File: config.mk
export PLATFORM = sky130hd
export DESIGN_NAME = input_check_config
export DESIGN_NICKNAME = d
export VERILOG_FILES = /design/src/hw/input_check_config.v
export VERILOG_INCLUDE_DIRS = /design/src /design/src/hw
export SDC_FILE = /design/constraint.sdc
export NUM_CORES = 1
export LEC_CHECK = 0
export BUFFER_PORTS_ARGS = -buffer_cell sky130_fd_sc_hd__buf_2
export CAP_MARGIN = 20
export CORE_MARGIN = 2
export CORE_UTILIZATION = 45
export DETAILED_ROUTE_END_ITERATION = 8
export PLACE_DENSITY = 0.76
export SETUP_SLACK_MARGIN = 0.5
export SLEW_MARGIN = 20
export SYNTH_ARGS = -nofsm -noshare
export SYNTH_HDL_FRONTEND = slang
export SYNTH_SLANG_ARGS = --single-unit
File: constraint.sdc
create_clock -name clock -period 4.85 [get_ports clock]
set_clock_uncertainty 0.1 [all_clocks]
set_input_delay 0 -clock clock [delete_from_list [all_inputs] [get_ports clock]]
set_output_delay 0 -clock clock [all_outputs]
set_load 0.01 [all_outputs]
File: src/hw/input_check_regs.vh
`ifndef INPUT_CHECK_REGS_VH
`define INPUT_CHECK_REGS_VH

// ****************************************************************
// Register map
// ****************************************************************
`define ADDR_WIDTH               7
`define DATA_WIDTH               16
`define INPUT_CHECK_CONFIG_ADDR  7'h01
`define ALARM_STATUS_ADDR        7'h05
`define INPUT_CHECK_CONFIG_RESET 16'h050E

// ****************************************************************
// Field positions of input_check_config
// ****************************************************************
`define PATTERN_CHECK_ENABLE_BIT 15
`define GOOD_SAMPLE_AUTOCLEAR_ENABLE_BIT 12
`define PARITY_SENSE_BIT         11
`define WORD_PARITY_ENABLE_BIT   10
`define FRAME_PARITY_ENABLE_BIT  9
`define INPHASE_OUTPUT_INVERT_BIT 6
`define QUADRATURE_OUTPUT_INVERT_BIT 5
`define POINTER_TWO_APART_WARN_ENABLE_BIT 3
`define POINTER_ONE_APART_WARN_ENABLE_BIT 2
`define POINTER_COLLISION_WARN_ENABLE_BIT 1

// ****************************************************************
// Alarm status layout
// ****************************************************************
`define ALARM_WIDTH              5
`define ALARM_COLLISION_BIT      0
`define ALARM_ONE_APART_BIT      1
`define ALARM_TWO_APART_BIT      2
`define ALARM_PARITY_BIT         3
`define ALARM_PATTERN_BIT        4

// ****************************************************************
// Counts
// ****************************************************************
`define GOOD_SAMPLE_COUNT        7'd64
`define GOOD_COUNT_WIDTH         7

`endif

File: src/hw/input_check_config.v
// Behaviour
// - Pattern-check enable runs the checker and forces outputs off regardless of enables.
// - Auto-clear enable clears alarms after 64 consecutive good samples.
// - Parity sense bit: zero selects even parity, one selects odd parity.
// - Word parity enable checks every input word against the parity input pair.
// - Frame parity enable checks parity using the frame input as parity bit.
// - Bit 6 complements the in-phase channel output.
// - Bit 5 complements the quadrature channel output.
// - Bit 3 enables the two-apart pointer alarm; otherwise it stays suppressed.
// - Bit 2 enables the one-apart pointer alarm; otherwise it stays suppressed.
// - Bit 1 enables the pointer collision alarm; otherwise it stays suppressed.
// - Register sits at offset one and resets to 0x050E.
`timescale 1ns/1ps
`include "input_check_regs.vh"

module input_check_config (
  input  wire                         clock,
  input  wire                         sys_rst,
  input  wire                         clock_enable,
  input  wire [`ADDR_WIDTH-1:0]       reg_addr,
  input  wire                         reg_write,
  input  wire                         reg_read,
  input  wire [`DATA_WIDTH-1:0]       reg_wdata,
  output reg  [`DATA_WIDTH-1:0]       reg_rdata,
  input  wire                         tx_enable_pin,
  input  wire                         sif_tx_enable,
  input  wire                         sample_valid,
  input  wire [`DATA_WIDTH-1:0]       inphase_sample,
  input  wire [`DATA_WIDTH-1:0]       quadrature_sample,
  input  wire                         check_bit_input_pair,
  input  wire                         frame_bit,
  input  wire                         pattern_mismatch,
  input  wire                         fifo_two_apart,
  input  wire                         fifo_one_apart,
  input  wire                         fifo_collision,
  output wire                         pattern_check_run,
  output reg                          outputs_active,
  output reg  [`DATA_WIDTH-1:0]       inphase_channel_output,
  output reg  [`DATA_WIDTH-1:0]       quadrature_channel_output,
  output reg                          parity_error,
  output reg  [`ALARM_WIDTH-1:0]      alarm_status
);

  // ****************************************************************
  // Parity check
  // ****************************************************************
  // True when the data bits plus the check bit carry the selected sense.
  function parity_ok;
    input [2*`DATA_WIDTH-1:0] data;
    input                     check_bit;
    input                     odd_sense;
    begin
      parity_ok = ((^data) ^ check_bit) == odd_sense;
    end
  endfunction

  // Complementing a word swaps the sense of each differential data pair.
  function [`DATA_WIDTH-1:0] apply_invert;
    input [`DATA_WIDTH-1:0] data;
    input                   invert;
    begin
      apply_invert = invert ? ~data : data;
    end
  endfunction

  reg  [`DATA_WIDTH-1:0]       config_reg;
  reg  [`DATA_WIDTH-1:0]       config_next;
  reg  [`ALARM_WIDTH-1:0]      alarm_next;
  reg  [`GOOD_COUNT_WIDTH-1:0] good_count_reg;
  reg  [`GOOD_COUNT_WIDTH-1:0] good_count_next;
  reg                          autoclear;
  reg  [`ALARM_WIDTH-1:0]      alarm_set;
  reg  [`ALARM_WIDTH-1:0]      alarm_clear;

  wire                   pattern_enable;
  wire                   odd_sense;
  wire                   word_parity_enable;
  wire                   frame_parity_enable;
  wire [2*`DATA_WIDTH-1:0] sample_pair;
  wire                   word_parity_bad;
  wire                   frame_parity_bad;
  wire                   parity_bad;
  wire                   pattern_bad;
  wire                   sample_good;
  wire                   config_hit;
  wire                   status_hit;

  assign pattern_enable      = config_reg[`PATTERN_CHECK_ENABLE_BIT];
  assign odd_sense           = config_reg[`PARITY_SENSE_BIT];
  assign word_parity_enable  = config_reg[`WORD_PARITY_ENABLE_BIT];
  assign frame_parity_enable = config_reg[`FRAME_PARITY_ENABLE_BIT];
  assign sample_pair         = {inphase_sample, quadrature_sample};
  assign config_hit          = reg_addr == `INPUT_CHECK_CONFIG_ADDR;
  assign status_hit          = reg_addr == `ALARM_STATUS_ADDR;

  // The source is trusted to send parity in the selected sense; any
  // mismatch is reported, never corrected.
  assign word_parity_bad  = word_parity_enable &
                            ~parity_ok(sample_pair, check_bit_input_pair, odd_sense);
  assign frame_parity_bad = frame_parity_enable &
                            ~parity_ok(sample_pair, frame_bit, odd_sense);
  assign parity_bad       = word_parity_bad | frame_parity_bad;
  assign pattern_bad      = pattern_enable & pattern_mismatch;
  assign sample_good      = ~parity_bad & ~pattern_bad;

  // The test flag follows the stored bit directly, so the external
  // checker starts in the cycle after the write.
  assign pattern_check_run = pattern_enable;

  // ****************************************************************
  // Alarm set, clear and good-sample run
  // ****************************************************************
  always @* begin
    // Each pointer event is gated by its enable before it can reach the
    // sticky status, so a suppressed alarm leaves no trace.
    alarm_set = {`ALARM_WIDTH{1'b0}};
    alarm_set[`ALARM_TWO_APART_BIT] = fifo_two_apart &
      config_reg[`POINTER_TWO_APART_WARN_ENABLE_BIT];
    alarm_set[`ALARM_ONE_APART_BIT] = fifo_one_apart &
      config_reg[`POINTER_ONE_APART_WARN_ENABLE_BIT];
    alarm_set[`ALARM_COLLISION_BIT] = fifo_collision &
      config_reg[`POINTER_COLLISION_WARN_ENABLE_BIT];
    alarm_set[`ALARM_PARITY_BIT]  = sample_valid & parity_bad;
    alarm_set[`ALARM_PATTERN_BIT] = sample_valid & pattern_bad;

    // The run is counted whether or not auto-clear is on, and any bad
    // sample, parity or pattern, starts it again from zero.
    good_count_next = good_count_reg;
    autoclear       = 1'b0;
    if (sample_valid) begin
      if (!sample_good) begin
        good_count_next = {`GOOD_COUNT_WIDTH{1'b0}};
      end else if (good_count_reg == `GOOD_SAMPLE_COUNT - 7'd1) begin
        good_count_next = {`GOOD_COUNT_WIDTH{1'b0}};
        autoclear = config_reg[`GOOD_SAMPLE_AUTOCLEAR_ENABLE_BIT];
      end else begin
        good_count_next = good_count_reg + 7'd1;
      end
    end

    alarm_clear = {`ALARM_WIDTH{1'b0}};
    if (autoclear) begin
      alarm_clear = {`ALARM_WIDTH{1'b1}};
    end
    if (reg_write && status_hit) begin
      alarm_clear = alarm_clear | reg_wdata[`ALARM_WIDTH-1:0];
    end
    // A new event in the clearing cycle survives the clear.
    alarm_next = (alarm_status & ~alarm_clear) | alarm_set;
  end

  // ****************************************************************
  // Configuration write
  // ****************************************************************
  // All sixteen bits are stored, reserved ones included, so software
  // reads back exactly what it wrote; reserved bits steer nothing.
  always @* begin
    config_next = config_reg;
    if (reg_write && config_hit) begin
      config_next = reg_wdata;
    end
  end

  // ****************************************************************
  // Register state
  // ****************************************************************
  // Reset acts even while the clock enable is low, so a frozen block can
  // always be brought back to its defaults.
  always @(posedge clock) begin
    if (sys_rst) begin
      config_reg     <= `INPUT_CHECK_CONFIG_RESET;
      alarm_status   <= {`ALARM_WIDTH{1'b0}};
      good_count_reg <= {`GOOD_COUNT_WIDTH{1'b0}};
    end else if (clock_enable) begin
      config_reg     <= config_next;
      alarm_status   <= alarm_next;
      good_count_reg <= good_count_next;
    end
  end

  // ****************************************************************
  // Read-back
  // ****************************************************************
  // Read data is held between reads so the host may take it late.
  always @(posedge clock) begin
    if (sys_rst) begin
      reg_rdata <= {`DATA_WIDTH{1'b0}};
    end else if (clock_enable && reg_read) begin
      if (config_hit) begin
        reg_rdata <= config_reg;
      end else if (status_hit) begin
        reg_rdata <= {{(`DATA_WIDTH-`ALARM_WIDTH){1'b0}}, alarm_status};
      end else begin
        reg_rdata <= {`DATA_WIDTH{1'b0}};
      end
    end
  end

  // ****************************************************************
  // Transmit gate and channel outputs
  // ****************************************************************
  // The gate is registered, so outputs switch off one cycle after the
  // pattern test is enabled; a glitch-free gate was preferred to speed.
  always @(posedge clock) begin
    if (sys_rst) begin
      outputs_active            <= 1'b0;
      parity_error              <= 1'b0;
      inphase_channel_output    <= {`DATA_WIDTH{1'b0}};
      quadrature_channel_output <= {`DATA_WIDTH{1'b0}};
    end else if (clock_enable) begin
      outputs_active <= tx_enable_pin & sif_tx_enable & ~pattern_enable;
      parity_error   <= sample_valid & parity_bad;
      if (sample_valid) begin
        inphase_channel_output    <= apply_invert(inphase_sample,
                                       config_reg[`INPHASE_OUTPUT_INVERT_BIT]);
        quadrature_channel_output <= apply_invert(quadrature_sample,
                                       config_reg[`QUADRATURE_OUTPUT_INVERT_BIT]);
      end
    end
  end

endmodule

# Word-level counts from Yosys, hierarchy flattened
# Index checks and enable logic that the tools add are counted.
# W data, S select, Z words.
[word_totals]
in_bits = 69
output_inout_bits = 56
reg_bits = 78
word_cells = 56
[classes]
reduce_logical = 6
addsub = 1
bitwise = 25
muxes = 11
eq_ne = 5
[op_table]
columns = ["cell", "n"]
rows = [
  ["$mux W16", 3],
  ["$not A16 Y16", 2],
  ["$reduce_xor A32 Y1", 1],
  ["$mux W5", 3],
  ["$mux W7", 2],
  ["$and A1 B1 Y1", 11],
  ["$or A5 B5 Y5", 2],
  ["$add A7 B1 Y7 const B", 1],
  ["$eq A7 B1 Y1 const B", 1],
  ["$eq A7 B3 Y1 const B", 1],
  ["$eq A7 B6 Y1 const B", 1],
  ["$and A5 B5 Y5", 1],
  ["$not A1 Y1", 5],
  ["$not A5 Y5", 1],
  ["$reduce_and A2 Y1", 2],
  ["$logic_and A1 B1 Y1", 3],
  ["$mux W1", 3],
  ["$eq A1 B1 Y1", 2],
  ["$xor A1 B1 Y1", 2],
  ["$or A1 B1 Y1", 1],
]

# Logic depth before layout (Yosys ltp)
# Gate-level depths: netlist of run 1.
[logic_depth]
depth_word = 16
depth_mapped = 9
depth_no_buf = 8

# Least setup slack after synthesis of run 1
# Ideal clock, no wire load.
[synth_path]
kind = "reg-to-reg"
start = "reg config_reg[11]"
end = "reg alarm_status[4]"
required_ps = 4622
t_arrival_ps = 2087
path_stages_with_launch = 9
path_buffers = 0
synth_period_minus_slack_ps = 2314
setup_slack_ps = 2536
setup_time_ps = 128
path_cell_list = "dfxtp_1 xnor2_1 xnor2_1 xnor2_1 xnor3_1 xnor2_1 a221oi_1 o221a_2 nor2_1"
[synth_via]
elab_chain_len = 14
word_cells_on_any_way = 17
cone_classes = "2 x eq/ne; 4 x mux; 11 x bitwise"
[synth_rtl]
columns = ["item", "line", "rtl"]
rows = [
  ["start, declared", "input_check_config.v:66", "reg [`DATA_WIDTH-1:0] config_reg;"],
  ["start signal, assigned", "input_check_config.v:171", "config_reg <= `INPUT_CHECK_CONFIG_RESET;"],
  ["start signal, assigned", "input_check_config.v:175", "config_reg <= config_next;"],
  ["$eq A1 B1 Y1", "input_check_config.v:53", "parity_ok = ((^data) ^ check_bit) == odd_sense;"],
  ["$not A1 Y1 (on tied branches)", "input_check_config.v:99, input_check_config.v:101", ""],
  ["$and A1 B1 Y1 (on tied branches)", "input_check_config.v:98, input_check_config.v:100", ""],
  ["$or A1 B1 Y1 *", "input_check_config.v:102", "assign parity_bad = word_parity_bad | frame_parity_bad;"],
  ["$not A1 Y1 *", "input_check_config.v:104", "assign sample_good = ~parity_bad & ~pattern_bad;"],
  ["$and A1 B1 Y1 *", "input_check_config.v:104", ""],
  ["$mux W1 *", "input_check_config.v:131", "if (!sample_good) begin"],
  ["$mux W1 *", "input_check_config.v:130", "if (sample_valid) begin"],
  ["$mux W5 *", "input_check_config.v:142", "if (autoclear) begin"],
  ["$or A5 B5 Y5", "input_check_config.v:146", "alarm_clear = alarm_clear | reg_wdata[`ALARM_WIDTH-1:0];"],
  ["$mux W5 *", "input_check_config.v:145", "if (reg_write && status_hit) begin"],
  ["$not A5 Y5 *", "input_check_config.v:149", "alarm_next = (alarm_status & ~alarm_clear) | alarm_set;"],
  ["$and A5 B5 Y5 *", "input_check_config.v:149", ""],
  ["$or A5 B5 Y5 *", "input_check_config.v:149", ""],
  ["end signal, assigned", "input_check_config.v:172", "alarm_status <= {`ALARM_WIDTH{1'b0}};"],
  ["end signal, assigned", "input_check_config.v:176", "alarm_status <= alarm_next;"],
  ["end, declared", "input_check_config.v:41", "output reg [`ALARM_WIDTH-1:0] alarm_status"],
]
# Every way passes the cells marked *; elsewhere a longest branch is shown, timed or not.
# A chain may end at the register's enable or synchronous reset.

# Worst setup path after layout of run 1
[layout_path]
start = "in inphase_sample[10]"
end = "reg good_count_reg[2]"
[layout_via]
elab_chain_len = 9
word_cells_on_any_way = 13
cone_classes = "2 x eq/ne; 1 x mux; 9 x bitwise; 1 x reduce/logical"
[layout_rtl]
columns = ["item", "line", "rtl"]
rows = [
  ["start, declared", "input_check_config.v:28", "input wire [`DATA_WIDTH-1:0] inphase_sample,"],
  ["$reduce_xor A32 Y1 *", "input_check_config.v:53", ""],
  ["$xor A1 B1 Y1", "input_check_config.v:53", ""],
  ["$eq A1 B1 Y1", "input_check_config.v:53", ""],
  ["$not A1 Y1 (on tied branches)", "input_check_config.v:99, input_check_config.v:101", ""],
  ["$and A1 B1 Y1 (on tied branches)", "input_check_config.v:98, input_check_config.v:100", ""],
  ["$or A1 B1 Y1 *", "input_check_config.v:102", ""],
  ["$not A1 Y1 *", "input_check_config.v:104", ""],
  ["$and A1 B1 Y1 *", "input_check_config.v:104", ""],
  ["$mux W7 *", "input_check_config.v:131", ""],
  ["end signal, assigned", "input_check_config.v:173", "good_count_reg <= {`GOOD_COUNT_WIDTH{1'b0}};"],
  ["end signal, assigned", "input_check_config.v:177", "good_count_reg <= good_count_next;"],
  ["end, declared", "input_check_config.v:69", "reg [`GOOD_COUNT_WIDTH-1:0] good_count_reg;"],
]
# Marked as above.

==> impl_metrics.tcl, run 1 <==
set metrics [dict create \
    dieArea_mm2 0.00872 \
    ys.flop_type "dfxtp_1" \
    seq_area_frac_synth 0.434 \
    tritoncts "built" \
    globalplace.congestion 0.825 \
    grt_start_max_net_pins 79 \
    seqPwrFrac 0.444 \
    drtIter0Drc 182 \
    power_density_mw_per_mm2 314 \
    clk_pin_slew_worst_paths_ns 0.08 \
    synth_top_family_by_area "simple AND/OR/NAND/NOR gates" \
    cts-buffers-inserted 9 \
    viasPerCell 5.13 \
    synthArstFlopShare 0 \
    synth_fa_ha_area_frac 0.00348 \
    antenna_found_initial 0 \
    hold_viol 0 \
    syn_avg_cell_area_um2 8.63 \
    nNetsFinal 647 \
    n_antenna_cell 0 \
    start_util 0.466 \
    synthSimpleGateAreaFrac 0.189 \
    path_max_fanout 6 \
    netlist_instances 417 \
    worst_pin_slew_ns 1.02 \
    synth_fp_nets 487 \
    leakagePower_nw 2.04 \
    grt_pass1_vias 3411 \
    grt_pass1_wl_mm 16.2 \
    rows 32 \
    worst_hold_path_type "in2reg" \
    p_sw_mw 0.457 \
    ys_ff_latch 78 \
    route.vias.total 3501 \
    track_usage 0.234 \
    post_cts_resized 0 \
    synth-xor-area-share 0.168 \
    ys_warn_count 0 \
    synth_compound_area_frac 0.156 \
    route.detailed.drc 0 \
    synth-edff-count 0 \
    pwr-share-clk 0.284 \
    cp-end-kind "flop" \
    max_cap_violations 0 \
    core_mm2 0.00773 \
    clockRootBuffer "clkbuf_8" \
    max_freq_ghz 0.337 \
    numPortBuffers 124 \
    ios 125 \
    htree_levels 3 \
    clk_latency_ns 0.34 \
    grt_setup_unrepaired "no" \
    fin_cells 682 \
    fin_crit_sh 0.612 \
    switching_share 0.294 \
    grt-ovfl-total 0 \
    cts.sink_count 78 \
    synth_cell_type_count 39 \
    wl_per_cell_um 14.5 \
    combinationalPowerShare 0.272 \
    dr.pass1.iters 4 \
    die_x_um 93.4 \
    worst-setup-path-type "in2reg" \
    cts_setup_buffers 0 \
    dpl.hpwl_mm 6.26 \
    ant_nets 0 \
    setup_viol 0 \
    status "complete, no violations" \
    cp.required_ns 5.01 \
    fill_cells 628 \
    syn_area_mm2 0.00360 \
    maxSlewViolCount 0 \
    dp_cells 612 \
    synthMuxAreaShare 0.0139 \
    drive_gt1_frac 0.252 \
    peakVddDrop_v 0.000166 \
    die_h_um 93.4 \
    cell_internal_pwr_mw 1.10 \
    min_period_ns 2.97 \
    syn_to_final_growth_pct 37.9 \
    cp-start-kind "primary input" \
    timing.slew.headroom 0.316 \
    worstPathArrival_ns 3.13 \
    clockBufferDepth 2 \
    wirelength_mm 9.89 \
    setup_tns_ns 0 \
]
-- cell type report --
type	instances	area [um2]	share of cell area
multi-input combinational	306	1910	0.385
sequential	78	1560	0.315
timing repair buffer	181	1180	0.239
clock buffer	13	169	0.0341
tap	102	128	0.0257
clock inverter	1	5.00	0.00101
inverter	1	3.75	0.000757
-- timing repair --
item / CTS / global route
hold endpoints to repair: 58 / 0
hold buffers: 55 / 0
endpoints found under the setup margin: 0 / 0
-- layout by cell type, fill, tap and decap left out, types with 2 or more instances in the layout --
| cell type | netlist | routed |
|---|---|---|
| nand4_1 | 3 | 3 |
| nand2_1 | 58 | 58 |
| nand4b_1 | 2 | 2 |
| mux2i_1 | 5 | 5 |
| nand2b_1 | 3 | 3 |
| dfxtp_1 | 78 | 78 |
| nor3_1 | 4 | 4 |
| xor2_1 | 3 | 3 |
| xnor2_1 | 59 | 59 |
| a31oi_1 | 5 | 5 |
| a21oi_1 | 18 | 18 |
| and3_1 | 3 | 3 |
| clkbuf_8 | 0 | 12 |
| xnor3_1 | 2 | 2 |
| nand3b_1 | 7 | 7 |
| o21ba_2 | 2 | 2 |
| a22oi_1 | 16 | 16 |
| nor2_1 | 60 | 60 |
| dlygate4sd3_1 | 0 | 55 |
| or2_2 | 2 | 2 |
| nand3_1 | 8 | 8 |
| buf_2 | 1 | 124 |
| a211oi_1 | 32 | 32 |
-- per-layer routing --
| layer | GRT usage | share of wire |
|---|---|---|
| met1 | 0.288 | 0.43 |
| met2 | 0.402 | 0.48 |
| met3 | 0.0467 | 0.067 |
| met4 | 0.0882 | 0.017 |
| met5 | 0 | 0 |
-- Yosys cell counts (2+ instances only) --
cell type,number,area share
xnor2_1,59,0.14
mux2i_1,5,0.014
nor3_1,4,0.0056
a21oi_1,18,0.025
xnor3_1,2,0.013
clkbuf_1,26,0.027
nand4_1,3,0.0052
nand4b_1,2,0.0049
o21ba_2,2,0.0056
and3_1,3,0.0052
nand2b_1,3,0.0052
xor2_1,3,0.0073
dfxtp_1,78,0.43
a211oi_1,32,0.067
a31oi_1,5,0.0087
nor2_1,60,0.063
nand3_1,8,0.011
nand3b_1,7,0.015
nand2_1,58,0.061
or2_2,2,0.0035
buf_1,4,0.0042
a22oi_1,16,0.033
-- power groups by stage --
stage               registers (mW)  logic, mW  clock network, mW
floorplan                    0.716      0.267                  0
global placement             0.704      0.359                  0
detailed placement           0.705      0.371                  0
CTS                          0.691      0.408              0.452
global route                 0.695      0.463              0.478
finish                       0.691      0.423              0.441
-- through the flow --
step | cell area [um2] | power [mW] | utilization | worst slack, ns | hold WS, ns
floorplan | 3600 | 0.984 | - | 2.54 | 0.0240
global placement | 4230 | 1.06 | 0.547 | 2.01 | 0.110
detailed placement | 4230 | 1.08 | 0.547 | 1.84 | 0.124
CTS | 4950 | 1.55 | 0.641 | 1.75 | 0.00145
global route | 4960 | 1.64 | 0.642 | 1.70 | 0.0315
finish | 4960 | 1.56 | 0.642 | 1.88 | 0.0242
-- worst max-delay path, stage by stage --
cell	delay [ns]
dlygate4sd3_1	0.55
buf_2	0.15
xnor2_1	0.17
xnor2_1	0.15
xnor3_1	0.51
xnor2_2	0.17
xnor2_1	0.16
a222oi_1	0.64
clkbuf_2	0.30
nand4b_1	0.11
a31oi_1	0.20
-- path summary, 6_finish.rpt --
kind | start | to | slack, ns | cells after the start
setup / recovery | inphase_sample[10] | good_count_reg[2]$_SDFFE_PP0P_ | 1.88 | 11
hold / removal | reg_addr[3] | reg_rdata[3]$_SDFFE_PP0P_ | 0.02 | 4
setup reg to reg | config_reg[11]$_SDFFE_PP0P_ | good_count_reg[2]$_SDFFE_PP0P_ | 2.01 | 9
hold reg to reg | config_reg[7]$_SDFFE_PP0P_ | config_reg[7]$_SDFFE_PP0P_ | 0.36 | 2
-- cells by family after synthesis --
logic type                 Yosys count
DFF                                 78
adders and majority gates            1
AOI/OAI and AO/OA                   80
xor gates and xnor gates            65
muxes                                5
and+or+nand+nor                    155
buffers and inverters               33
Note: power is estimated with default switching activity, not from simulation.
==> inputs of run 2 (changes only) <==
--- a/config.mk
+++ b/config.mk
@@ -6,12 +6,13 @@
 export SDC_FILE = /design/constraint.sdc
 export NUM_CORES = 1
 export LEC_CHECK = 0
+export ABC_AREA = 1
 export BUFFER_PORTS_ARGS = -buffer_cell sky130_fd_sc_hd__buf_2
 export CAP_MARGIN = 20
 export CORE_MARGIN = 2
 export CORE_UTILIZATION = 45
 export DETAILED_ROUTE_END_ITERATION = 8
-export PLACE_DENSITY = 0.76
+export PLACE_DENSITY = 0.77
 export SETUP_SLACK_MARGIN = 0.5
 export SLEW_MARGIN = 20
 export SYNTH_ARGS = -nofsm -noshare
==> constraint.sdc (replaced) <==
create_clock -name clock -period 2.5 [get_ports clock]
set_clock_uncertainty 0.1 [all_clocks]
set_input_delay 0 -clock clock [delete_from_list [all_inputs] [get_ports clock]]
set_output_delay 0 -clock clock [all_outputs]
set_load 0.01 [all_outputs]
==> run 2 against run 1 <==
Against the previous run: first-iteration DRC count up 28%; register-to-register slack worse by 1.5 ns; core utilization up 3.3 points; via count up 34%; critical path type is now reg2reg; highest routed layer is now met5.
==> impl_metrics.tcl, run 2 <==
set metrics [dict create \
    viasPerCell 5.07 \
    syn_avg_cell_area_um2 6.55 \
    cp.required_ns 2.62 \
    dieArea_mm2 0.00995 \
    route.detailed.drc 0 \
    worst_hold_path_type "in2reg" \
    clockRootBuffer "clkbuf_8" \
    synthSimpleGateAreaFrac 0.286 \
    yosys.area.top_type_share 0.379 \
    ys_warn_count 0 \
    globalplace.congestion 0.888 \
    leakagePower_nw 3.07 \
    syn_to_final_growth_pct 44.1 \
    max_freq_ghz 0.497 \
    synth_compound_area_frac 0.164 \
    grt_setup_unrepaired "yes" \
    cp-end-kind "flop" \
    synthMuxAreaShare 0 \
    total_power_mw 2.97 \
    switching_share 0.275 \
    finalWorstSetupSlack_ns 0.489 \
    maxSlewViolCount 0 \
    grt_start_max_net_pins 68 \
    fill_cells 704 \
    grt-ovfl-total 0 \
    peakVddDrop_v 0.000279 \
    track_usage 0.227 \
    synth_cell_type_count 28 \
    grt_pass1_wl_mm 18.9 \
    drive_gt1_frac 0.259 \
    route.vias.total 4704 \
    yosys-top-cells-area "dfxtp_1 (38%), nand2_1 (20%), o21ai_0 (7.0%)" \
    start_util 0.468 \
    synth_top_family_by_area "simple AND/OR/NAND/NOR gates" \
    clockBufferDepth 2 \
    mostFrequentLayoutCells "nand2_1 (199), buf_2 (111), dfxtp_1 (75), o21ai_0 (58), inv_1 (58)" \
    ys.flop_type "dfxtp_1" \
    ios 125 \
    syn_area_mm2 0.00412 \
    hold_viol 0 \
    yosysMostFrequentCell "nand2_1" \
    fin_crit_sh 0.804 \
    dr.pass1.iters 5 \
    cts.sink_count 78 \
    die_x_um 99.7 \
    antenna_found_initial 2 \
    cp-start-kind "flop" \
    cell_internal_pwr_mw 2.16 \
    drtIter0Drc 233 \
    synth_top_area_cell "dfxtp_1" \
    htree_levels 3 \
    nNetsFinal 883 \
    setup_tns_ns 0 \
    core_mm2 0.00881 \
    rows 34 \
    seqPwrFrac 0.447 \
    p_sw_mw 0.819 \
    combinationalPowerShare 0.210 \
    dpl.hpwl_mm 7.66 \
    wl_per_cell_um 13.1 \
    final_common_cell "nand2_1" \
    worst-setup-path-type "reg2reg" \
    post-place-ws_ns 0.579 \
    timing.slew.headroom 0.499 \
    clk_latency_ns 0.33 \
    grt_pass1_vias 4411 \
    power_density_mw_per_mm2 500 \
    synth-edff-count 0 \
    pwr-share-clk 0.342 \
    cts-buffers-inserted 9 \
    netlist_instances 630 \
    worstPathArrival_ns 2.13 \
    die_h_um 99.7 \
    numPortBuffers 124 \
    tritoncts "built" \
    status "complete, no violations" \
    worst_pin_slew_ns 0.751 \
    seq_area_frac_synth 0.379 \
    synthArstFlopShare 0 \
    setup_viol 0 \
    min_period_ns 2.01 \
    multiInputGateArea_mm2 0.00233 \
    synth_fp_nets 700 \
    ys_ff_latch 78 \
    synth_fa_ha_area_frac 0.00303 \
    wirelength_mm 12.1 \
    max_cap_violations 0 \
    clk_pin_slew_worst_paths_ns 0.08 \
    regArea_mm2 0.00157 \
    ys_top_cells_by_count "nand2_1 (224), dfxtp_1 (78), inv_1 (61)" \
    path_max_fanout 5 \
    ant_nets 0 \
    final_util 0.675 \
    synth-xor-area-share 0.0807 \
]
## run 2: power by group through the flow
stage,clock network (mW),registers (mW),logic [mW]
final,1.02,1.33,0.625
after floorplan,0,1.38,0.269
after global placement,0,1.35,0.463
after detailed placement,0,1.36,0.480
after CTS,1.04,1.33,0.556
after global routing,1.10,1.34,0.692
## run 2: cell type report
cell class,instances,area share
Inverter,69,0.0436
Multi-Input combinational cell,458,0.392
Clock buffer,14,0.0307
Antenna cell,1,0.000421
Timing Repair Buffer,197,0.241
Tap cell,108,0.0227
Sequential cell,78,0.263
Clock inverter,2,0.00631
## run 2: critical path: stages (launching register included)
cell and delay, ns:
dfxtp_2 0.37, ha_4 0.14, nand3_2 0.08, nor2_1 0.10, inv_1 0.06, nor2_1 0.08, inv_1 0.06, nor2_2 0.11
and3_1 0.17, nand4_1 0.23, nand2_1 0.21, nand2_2 0.08, nand2_2 0.07, a21oi_2 0.04
## run 2: logic make-up after synthesis
family | Yosys count
XOR/XNOR | 38
flip-flops | 78
buffers and inverters | 94
AO/OA/AOI/OAI | 126
AND/OR/NAND/NOR | 293
adder cells (fa/ha/maj) | 1
## run 2: routing by layer
metal	part of all wire	global-route usage	up-vias
li1	-	-	2357
met1	0.41	0.270	2142
met2	0.50	0.396	169
met3	0.060	0.0492	34
met4	0.027	0.0969	2
met5	0.0011	0	-
## run 2: final timing paths
kind,start,to,slack [ns],cells after the start
min,quadrature_sample[3],quadrature_channel_output[3]$_SDFFE_PP0P_,0.07,4
max reg2reg,good_count_reg[1]$_SDFFE_PP0P_,alarm_status[2]$_SDFFE_PP0P_,0.49,13
max,good_count_reg[1]$_SDFFE_PP0P_,alarm_status[2]$_SDFFE_PP0P_,0.49,13
min reg2reg,config_reg[13]$_SDFFE_PP0P_,reg_rdata[13]$_SDFFE_PP0P_,0.36,2
## run 2: through the flow
step           hold WS, ns  cells  area, um2
2_1_floorplan      -0.0309    630       4120
5_1_grt             0.0921    927       5940
3_3_place_gp         0.126    844       4830
3_5_place_dp         0.132    844       4830
6_report            0.0665    927       5940
4_1_cts             0.0441    920       5650
## run 2: what timing repair did
| item | CTS | global route |
|---|---|---|
| setup endpoints to repair | 0 | 14 |
| resized for setup | 0 | 81 |
| buffers inserted | 0 | 6 |
| hold buffers | 60 | 0 |
| endpoints found under the hold margin | 61 | 0 |
